--- config.mk ---
export PLATFORM = sky130hd
export DESIGN_NAME = timer_clock_prescale_fault_ctrl
export DESIGN_NICKNAME = d
export VERILOG_FILES = /design/src/hdl/timer_front_pkg.sv /design/src/hdl/edge_sync.sv /design/src/hdl/timer_clock_prescale_fault_ctrl.sv
export VERILOG_INCLUDE_DIRS = /design/src /design/src/hdl
export SDC_FILE = /design/constraint.sdc
export NUM_CORES = 1
export LEC_CHECK = 0
export BUFFER_PORTS_ARGS = -buffer_cell sky130_fd_sc_hd__buf_2
export CORE_MARGIN = 1
export CORE_UTILIZATION = 40
export CTS_BUF_LIST = sky130_fd_sc_hd__clkbuf_16
export DETAILED_ROUTE_END_ITERATION = 10
export GPL_TIMING_DRIVEN = 0
export PLACE_DENSITY = 0.75
export SLEW_MARGIN = 15
export SYNTH_ARGS = -nofsm -noshare
export SYNTH_HDL_FRONTEND = slang
export SYNTH_SLANG_ARGS = --single-unit
--- constraint.sdc ---
create_clock -name ref_clk_i -period 4.6 [get_ports ref_clk_i]
set_clock_uncertainty 0.15 [all_clocks]
set_input_delay 0.23 -clock ref_clk_i [delete_from_list [all_inputs] [get_ports ref_clk_i]]
set_output_delay 0.23 -clock ref_clk_i [all_outputs]
set_load 0.01 [all_outputs]
--- src/hdl/timer_front_params.svh ---
// Offsets, field positions, reset values and codes of the timer front end
`ifndef TIMER_FRONT_PARAMS_SVH
`define TIMER_FRONT_PARAMS_SVH

// Register indices; byte address is four times the index
`define IDX_STATUS_CONTROL 6'h00
`define IDX_MODE 6'h01
`define IDX_COUNT 6'h02
`define IDX_FAULT_INPUT_CONTROL 6'h29

// Status and control fields
`define PS_LSB 0
`define PS_MSB 2
`define CS_LSB 3
`define CS_MSB 4

// Mode fields
`define WPD_BIT 2

// Fault input control fields
`define FLT_EN_LSB 0
`define FLT_EN_MSB 3
`define FILT_EN_LSB 4
`define FILT_EN_MSB 7

// Count register fields
`define CNT_LSB 0
`define CNT_MSB 15
`define PSC_LSB 16
`define PSC_MSB 22

// Reset values
`define SC_RST 8'h00
`define MODE_RST 8'h00
`define FLT_RST 8'h00

// Bus response codes
`define RESP_OKAY 2'b00
`define RESP_SLVERR 2'b10

`endif

--- src/hdl/timer_front_pkg.sv ---
// Shared types of the timer front end
package timer_front_pkg;

  // Counter clock source codes, in field order
  typedef enum logic [1:0] {
    CS_OFF,
    CS_SYS,
    CS_FIXED,
    CS_EXT
  } clk_sel_t;

  // Register decode result
  typedef enum logic [2:0] {
    SEL_NONE,
    SEL_SC,
    SEL_MODE,
    SEL_FLT,
    SEL_CNT
  } reg_sel_t;

endpackage

--- src/hdl/edge_sync.sv ---
// Two-stage synchroniser with rising-edge detector
`timescale 1ns/1ps
module edge_sync (
  input wire logic ref_clk_i,
  input wire logic rstn_i,
  input wire logic ce_i,
  input wire logic d_i,
  output logic rise_o
);

  typedef struct packed {
    logic meta;
    logic sync;
    logic last;
  } sync_state_t;

  sync_state_t st_r;
  sync_state_t st_nxt;

  // Shift chain; first stage feeds only the second
  always_comb begin
    st_nxt = st_r;
    if (ce_i) begin
      st_nxt.meta = d_i;
      st_nxt.sync = st_r.meta;
      st_nxt.last = st_r.sync;
    end
  end

  always_ff @(posedge ref_clk_i or negedge rstn_i) begin
    if (!rstn_i) begin
      st_r <= '0;
    end else begin
      st_r <= st_nxt;
    end
  end

  // One pulse per synchronised rising edge
  assign rise_o = st_r.sync & ~st_r.last;
endmodule

--- src/hdl/timer_clock_prescale_fault_ctrl.sv ---
// Timer front end: clock select, prescaler, fault input control, AXI4-Lite registers
// What this block does
// RULE1: Fault control bits 7..4 enable filters of fault inputs 3..0.
// RULE2: Fault control bits 3..0 enable fault inputs 3..0.
// RULE3: Fault control writes take effect only while write protect disable is 1.
// RULE4: Everything runs on the system clock; other clocks are sampled.
// RULE5: Two-bit clock select picks one of three sources, or 0 stops.
// RULE6: Clock select resets to zero, so the counter does not advance.
// RULE7: Clock select is readable and writable at any time.
// RULE8: Clock select zero stops counting, keeps the count, touches nothing else.
// RULE9: Fixed-frequency clock never runs faster than the system clock.
// RULE10: External clock passes a system-clock synchroniser.
// RULE11: External clock stays at or below a quarter of system clock.
// RULE12: Selected clock feeds a seven-bit prescaler counter.
// RULE13: Three-bit prescale field sets the division ratio.
// RULE14: Division is two to the prescale value; counter steps per rollover.
// RULE15: Synchronised clock rising edges become single count enable pulses.
//
// The AXI4-Lite register port was decided locally.
`timescale 1ns/1ps
`include "timer_front_params.svh"
module timer_clock_prescale_fault_ctrl #(
  parameter int ADDR_W = 8
) (
  input wire logic ref_clk_i,
  input wire logic rstn_i,
  input wire logic ce_i,
  input wire logic ext_clk_i,
  input wire logic fixed_clk_i,
  input wire logic [ADDR_W-1:0] s_axi_awaddr,
  input wire logic s_axi_awvalid,
  output logic s_axi_awready,
  input wire logic [31:0] s_axi_wdata,
  input wire logic [3:0] s_axi_wstrb,
  input wire logic s_axi_wvalid,
  output logic s_axi_wready,
  output logic [1:0] s_axi_bresp,
  output logic s_axi_bvalid,
  input wire logic s_axi_bready,
  input wire logic [ADDR_W-1:0] s_axi_araddr,
  input wire logic s_axi_arvalid,
  output logic s_axi_arready,
  output logic [31:0] s_axi_rdata,
  output logic [1:0] s_axi_rresp,
  output logic s_axi_rvalid,
  input wire logic s_axi_rready,
  output logic [3:0] fault_input_en_o,
  output logic [3:0] fault_filter_en_o,
  output logic count_tick_o,
  output logic [15:0] count_o
);

  typedef struct packed {
    logic aw_have;
    logic [ADDR_W-1:0] aw_addr;
    logic w_have;
    logic [31:0] w_data;
    logic [3:0] w_strb;
    logic awready;
    logic wready;
    logic bvalid;
    logic [1:0] bresp;
    logic arready;
    logic rvalid;
    logic [1:0] rresp;
    logic [31:0] rdata;
    logic [1:0] clock_select;
    logic [2:0] prescale_select;
    logic write_protect_disable;
    logic [7:0] fault_ctl;
    logic [6:0] psc;
    logic [15:0] count;
    logic count_tick;
  } state_t;

  state_t st_r;
  state_t st_nxt;
  logic ext_rise;
  logic fixed_rise;
  logic wr_do;
  logic tick_sel;
  logic rollover;
  timer_front_pkg::reg_sel_t wr_sel;

  // Word-address decode shared by both channels
  function automatic timer_front_pkg::reg_sel_t decode(input logic [ADDR_W-1:0] a);
    logic [5:0] idx;
    idx = a[7:2];
    case (idx)
      `IDX_STATUS_CONTROL: decode = timer_front_pkg::SEL_SC;
      `IDX_MODE: decode = timer_front_pkg::SEL_MODE;
      `IDX_COUNT: decode = timer_front_pkg::SEL_CNT;
      `IDX_FAULT_INPUT_CONTROL: decode = timer_front_pkg::SEL_FLT;
      default: decode = timer_front_pkg::SEL_NONE;
    endcase
  endfunction

  // Mask of low prescaler bits for a ratio of two to the power ps
  function automatic logic [6:0] psc_mask(input logic [2:0] ps);
    psc_mask = 7'((8'h01 << ps) - 8'h01);
  endfunction

  // Sampled external and fixed clocks, edges only
  edge_sync u_ext_sync (
    .ref_clk_i(ref_clk_i),
    .rstn_i(rstn_i),
    .ce_i(ce_i),
    .d_i(ext_clk_i),
    .rise_o(ext_rise)
  ); // see RULE10

  edge_sync u_fixed_sync (
    .ref_clk_i(ref_clk_i),
    .rstn_i(rstn_i),
    .ce_i(ce_i),
    .d_i(fixed_clk_i),
    .rise_o(fixed_rise)
  ); // see RULE4

  // Source pick and prescaler rollover
  always_comb begin
    case (timer_front_pkg::clk_sel_t'(st_r.clock_select))
      timer_front_pkg::CS_SYS: tick_sel = 1'b1; // see RULE5
      timer_front_pkg::CS_FIXED: tick_sel = fixed_rise; // see RULE15
      timer_front_pkg::CS_EXT: tick_sel = ext_rise; // see RULE15
      default: tick_sel = 1'b0; // see RULE8
    endcase
    rollover = tick_sel && ((st_r.psc & psc_mask(st_r.prescale_select))
      == psc_mask(st_r.prescale_select)); // see RULE14
    wr_do = st_r.aw_have && st_r.w_have && !st_r.bvalid;
    wr_sel = decode(st_r.aw_addr);
  end

  // Next state: bus slave, registers, prescaler, counter
  always_comb begin
    st_nxt = st_r;
    if (ce_i) begin
      // Write address and data taken in either order
      if (s_axi_awvalid && st_r.awready) begin
        st_nxt.aw_have = 1'b1;
        st_nxt.aw_addr = s_axi_awaddr;
      end
      if (s_axi_wvalid && st_r.wready) begin
        st_nxt.w_have = 1'b1;
        st_nxt.w_data = s_axi_wdata;
        st_nxt.w_strb = s_axi_wstrb;
      end
      // Register write once both halves are held
      if (wr_do) begin
        st_nxt.aw_have = 1'b0;
        st_nxt.w_have = 1'b0;
        st_nxt.bvalid = 1'b1;
        st_nxt.bresp = `RESP_OKAY;
        case (wr_sel)
          timer_front_pkg::SEL_SC: begin
            if (st_r.w_strb[0]) begin
              st_nxt.clock_select = st_r.w_data[`CS_MSB:`CS_LSB]; // see RULE7
              st_nxt.prescale_select = st_r.w_data[`PS_MSB:`PS_LSB]; // see RULE13
            end
          end
          timer_front_pkg::SEL_MODE: begin
            if (st_r.w_strb[0]) begin
              st_nxt.write_protect_disable = st_r.w_data[`WPD_BIT];
            end
          end
          timer_front_pkg::SEL_FLT: begin
            // Protected: silently ignored unless unlocked
            if (st_r.w_strb[0] && st_r.write_protect_disable) begin // see RULE3
              st_nxt.fault_ctl = st_r.w_data[7:0];
            end
          end
          timer_front_pkg::SEL_CNT: begin
            st_nxt.bresp = `RESP_OKAY;
          end
          default: begin
            st_nxt.bresp = `RESP_SLVERR;
          end
        endcase
      end
      if (st_r.bvalid && s_axi_bready) begin
        st_nxt.bvalid = 1'b0;
      end
      st_nxt.awready = !st_nxt.aw_have && !st_nxt.bvalid;
      st_nxt.wready = !st_nxt.w_have && !st_nxt.bvalid;
      // Read channel
      if (st_r.rvalid && s_axi_rready) begin
        st_nxt.rvalid = 1'b0;
      end
      if (s_axi_arvalid && st_r.arready) begin
        st_nxt.rvalid = 1'b1;
        st_nxt.rresp = `RESP_OKAY;
        st_nxt.rdata = 32'h0000_0000;
        case (decode(s_axi_araddr))
          timer_front_pkg::SEL_SC: begin
            st_nxt.rdata[`CS_MSB:`CS_LSB] = st_r.clock_select; // see RULE7
            st_nxt.rdata[`PS_MSB:`PS_LSB] = st_r.prescale_select;
          end
          timer_front_pkg::SEL_MODE: begin
            st_nxt.rdata[`WPD_BIT] = st_r.write_protect_disable;
          end
          timer_front_pkg::SEL_FLT: begin
            st_nxt.rdata[7:0] = st_r.fault_ctl;
          end
          timer_front_pkg::SEL_CNT: begin
            st_nxt.rdata[`CNT_MSB:`CNT_LSB] = st_r.count;
            st_nxt.rdata[`PSC_MSB:`PSC_LSB] = st_r.psc;
          end
          default: begin
            st_nxt.rresp = `RESP_SLVERR;
          end
        endcase
      end
      st_nxt.arready = !st_nxt.rvalid;
      // Seven-bit prescaler; count kept when source is off
      st_nxt.count_tick = 1'b0;
      if (rollover) begin
        st_nxt.psc = 7'h00; // see RULE12
        st_nxt.count = st_r.count + 16'h0001; // see RULE14
        st_nxt.count_tick = 1'b1;
      end else if (tick_sel) begin
        st_nxt.psc = st_r.psc + 7'h01; // see RULE12
      end
    end
  end

  // Single clock domain state register
  always_ff @(posedge ref_clk_i or negedge rstn_i) begin // see RULE4
    if (!rstn_i) begin
      st_r <= '0;
      st_r.clock_select <= 2'(`SC_RST >> `CS_LSB); // see RULE6
      st_r.prescale_select <= 3'(`SC_RST >> `PS_LSB);
      st_r.write_protect_disable <= 1'(`MODE_RST >> `WPD_BIT);
      st_r.fault_ctl <= `FLT_RST;
    end else begin
      st_r <= st_nxt;
    end
  end

  // Outputs straight from the state register
  assign s_axi_awready = st_r.awready;
  assign s_axi_wready = st_r.wready;
  assign s_axi_bvalid = st_r.bvalid;
  assign s_axi_bresp = st_r.bresp;
  assign s_axi_arready = st_r.arready;
  assign s_axi_rvalid = st_r.rvalid;
  assign s_axi_rresp = st_r.rresp;
  assign s_axi_rdata = st_r.rdata;
  assign fault_input_en_o = st_r.fault_ctl[`FLT_EN_MSB:`FLT_EN_LSB]; // see RULE2
  assign fault_filter_en_o = st_r.fault_ctl[`FILT_EN_MSB:`FILT_EN_LSB]; // see RULE1
  assign count_tick_o = st_r.count_tick;
  assign count_o = st_r.count;
endmodule

==> summary.md <==
| Metric | Value |
|---|---|
| DR iter-0 viols | 126 |
| Predominant post-synthesis flop cell | dfrtp_1 |
| Post-DP HPWL | roughly 7000 um |
| Total gr overflow | 0 |
| P_int | about 1.6 mW |
| Layout fillers | between 900 and 1k |
| Most common cell in the netlist | dfrtp_1 |
| CP max stage delay | 0.38 ns |
| Crit-path cells | buf_6 -> or3_4 -> ha_1 -> nor2_1 -> a31oi_1 -> o2111ai_2 -> clkbuf_1 -> nor3_1 -> xor2_1 |
| Fin area | approximately 5600 um2 |
| Setup_tns | 0 ns |
| Cell Rows | 38 |
| Die Y | approximately 110 um |
| # port buffers | 84 |
| F_max | 0.394 GHz |
| Hold depth | 4 |
| Outcome | finished, final reports clean |
| Total Power | approximately 2.4 mW |
| Setup CP Type | reg -> reg |
| Worst slew pin tran | about 0.7 ns |
| Antenna fix cells | 0 |
| Post-synthesis mux area share | a little over a tenth |
| Vias post-DR | ~3.3k |
| CP Capture Type | register |
| Post-synthesis cell area | 4490 um2 |
| TritonCTS Buffers | 9 |
| Clock network fraction of total power | between 20% and 30% |
| Min-delay src | s_axi_rready |
| #FFs+latches synth | just over 90 |
| Critical path arrival | roughly 2.7 ns |
| Final ANT Viol Nets | 0 |
| H-tree levels | 3 |
| Slew Viols, Final | 0 |
| Reg2reg path depth | 9 |
| Drt total wl | 9430 um |
| Top Ports | between 100 and 150 |
| Pre-CTS setup slack | roughly 2.1 ns |
| Leak | ~2.9 nW |
| Fraction of power consumed by sequential logic | between 40% and 50% |
| VDD IR max | between 0.3 and 0.4 mV |
| Share of the synthesized area in the top cell type | roughly half |
| Post-Synth Simple-Gate Area | between 10% and 20% |
| Startpoint Class | register |
| CTS tree | built |
| Compound-Gate Fraction of Synth Area | between 10% and 20% |
| Multi-input gate area | roughly 1700 um2 |
| Hold Vio Cnt, Final | 0 |
| First-pass GRT wire length | between 15000 and 20000 um |
| First-pass DRT Iterations | 4 |
| Leading area contributor after synthesis | dfrtp_1 |
| CTS max path bufs | 2 |
| Syn Area/Cell | roughly 11 um2 |
| Xor/xnor cell area share of the yosys netlist | ~3.1% |
| Initial antenna violation count | 0 |
| Full die area | approximately 12000 um2 |
| Vias/cell | roughly 4.8 |
| PD cells | between 400 and 500 nW/um2 |
| Tmin final | around 2.5 ns |
| Fin worst setup slack | a little over 2 ns |
| Synth Instances | just over 400 |
| Wire length per cell | between 10 and 15 um |
| Layout Cells excl Fill | between 600 and 700 |
| Sink Count | 91 |
| Sequential-to-total area share from yosys stat | about half |
| Hold WC Path Type | in -> reg |
| GRT Resource Usage Total | 17.3% |
| Top post-synthesis cells by area | dfrtp_1, mux2_2, buf_4 |
| CP Max Fanout | 10 |
| Core area | approximately 11000 um2 |
| Largest net degree at the start of global routing | 54 |
| Combinational power share | 27.2% |
| YS warnings | 0 |
| Clk slew on worst S/H paths | roughly 0.060 ns |
| Placed insts | about 640 |
| EDFF count, synth | 0 |
| CP Launch Point | st_r[34] |
| Die Span X | roughly 110 um |
| Insertion delay to the later sink of the worst-skew pair | about 0.34 ns |
| Unrepaired setup endpoints after global routing | no |
| Largest family of logic cells by synthesized area | buffers and inverters |
| Clk root buf | clkbuf_16 |
| Async SR Flop Fraction | 100% |
| Final net count | 597 |
| Layout cells sized above 1 | around two fifths |
| Adder and majority gate portion of the synthesized area | less than 1% |
| P&R area growth vs syn | 25.2% |
| Max_slew headroom | 52.2% |
| Reg2reg start | st_r[34] |
| Synth cell types | 43 |
| Worst R2R Setup Slack | 2.06 ns |
| GP Congestion | roughly 0.8 |
| Initial core utilization | between 40% and 50% |
| Worst Path Required | roughly 4.7 ns |
| CP max stage cell | dfrtp_1 |
| Post-CTS Setup Inserts | 0 |
| Dpl cell area | 5150 um2 |
| Vias in the first global route | about 3.2k |
| Number of max-cap violations | 0 |
| Final Cycle Share | roughly 55% |
| Setup violations, final | 0 |
| Sw frac | roughly a third |
| Reg area | 2280 um2 |
| Psw | between 0.7 and 0.8 mW |
| Drt drc | 0 |
| Commonest cells post-synth | dfrtp_1, buf_4, mux2_2, nand2_1, a22o_1 |
-- metal layers --
metal  track usage [%]  vias up  routed length (um)
met3              4.78        9                 451
met1              21.7     1567                4150
met2              29.6       86                4750
li1                  -     1602                   -
met5                 0        -                   0
met4              4.11        0                  84
-- per-stage QoR --
stage	utilization, %	hold slack (ns)
6_report	51.6	0.0128
5_1_grt	51.6	0.0307
4_1_cts	51.6	0.00935
3_5_place_dp	47.3	0.0929
3_3_place_gp	47.0	0.312
2_1_floorplan	-	-0.216
-- worst max-delay path: cells and delay by family, from the launching register on --
kind / cells / cell delay, ns
DFF: 1 / 0.38
adders and majority gates: 1 / 0.28
buffers and inverters: 2 / 0.41
and+or+nand+nor: 3 / 0.70
xor gates and xnor gates: 1 / 0.18
AOI/OAI and AO/OA: 2 / 0.36
-- final timing paths --
kind	end
setup / recovery	count_o[4]
hold / removal	s_axi_rvalid
setup reg to reg	count_o[4]
hold reg to reg	s_axi_rdata[6]
min in group asynchronous	s_axi_rvalid
max in group asynchronous	st_r[90]
-- layout by cell type (no fill, tap or decap), types with 4 or more instances in the layout --
| cell | instances |
|---|---|
| buf_2 | 83 |
| a21o_1 | 4 |
| dlygate4sd3_1 | 18 |
| o21ai_0 | 15 |
| nand2_1 | 35 |
| mux2_2 | 42 |
| a22o_1 | 19 |
| a21oi_1 | 7 |
| a22oi_1 | 8 |
| nor3_1 | 6 |
| nand3_1 | 16 |
| nor4_1 | 8 |
| dfrtp_1 | 91 |
| buf_4 | 63 |
| xor2_1 | 12 |
| clkbuf_16 | 9 |
| conb_1 | 11 |
| inv_1 | 12 |
| nor2_1 | 16 |
| clkbuf_1 | 9 |
| xnor2_1 | 4 |
-- final cells by class --
cell class	instances	area share, %
multi-input combinational	243	30.0
clock inverter	7	1.09
timing repair buffer	103	11.2
tap	140	3.12
buffer	74	9.38
sequential	91	40.5
inverter	10	0.668
clock buffer	9	4.01
-- power groups by stage --
stage / clock network (mW) / registers, mW / logic [mW]
finish: 0.711 / 1.04 / 0.655
global placement: 0 / 1.04 / 0.620
global route: 0.764 / 1.06 / 0.719
floorplan: 0 / 1.03 / 0.469
CTS: 0.724 / 1.04 / 0.656
detailed placement: 0 / 1.05 / 0.640
-- sequential cells by signal, indices dropped and copies added, names as in the netlist, 3 cells and up --
signal,cells
fault_input_en_o,4
u_fixed_sync.st_r,3
u_ext_sync.st_r,3
st_r,30
count_o,16
fault_filter_en_o,4
s_axi_rdata,23
-- kinds of logic after synthesis --
| kind of cell | after synthesis |
|---|---|
| AO/OA/AOI/OAI | 64 |
| XOR/XNOR | 16 |
| adder cells (fa/ha/maj) | 3 |
| buffers and inverters | 84 |
| flip-flops | 91 |
| multiplexers | 43 |
| other | 1 |
| AND/OR/NAND/NOR | 106 |
-- repair_timing --
item,4_1_cts,5_1_grt
resized for setup,0,0
endpoints found under the hold margin,55,0
hold buffers,18,0
endpoints found under the setup margin,0,0
Note: power is estimated with default switching activity, not from simulation.
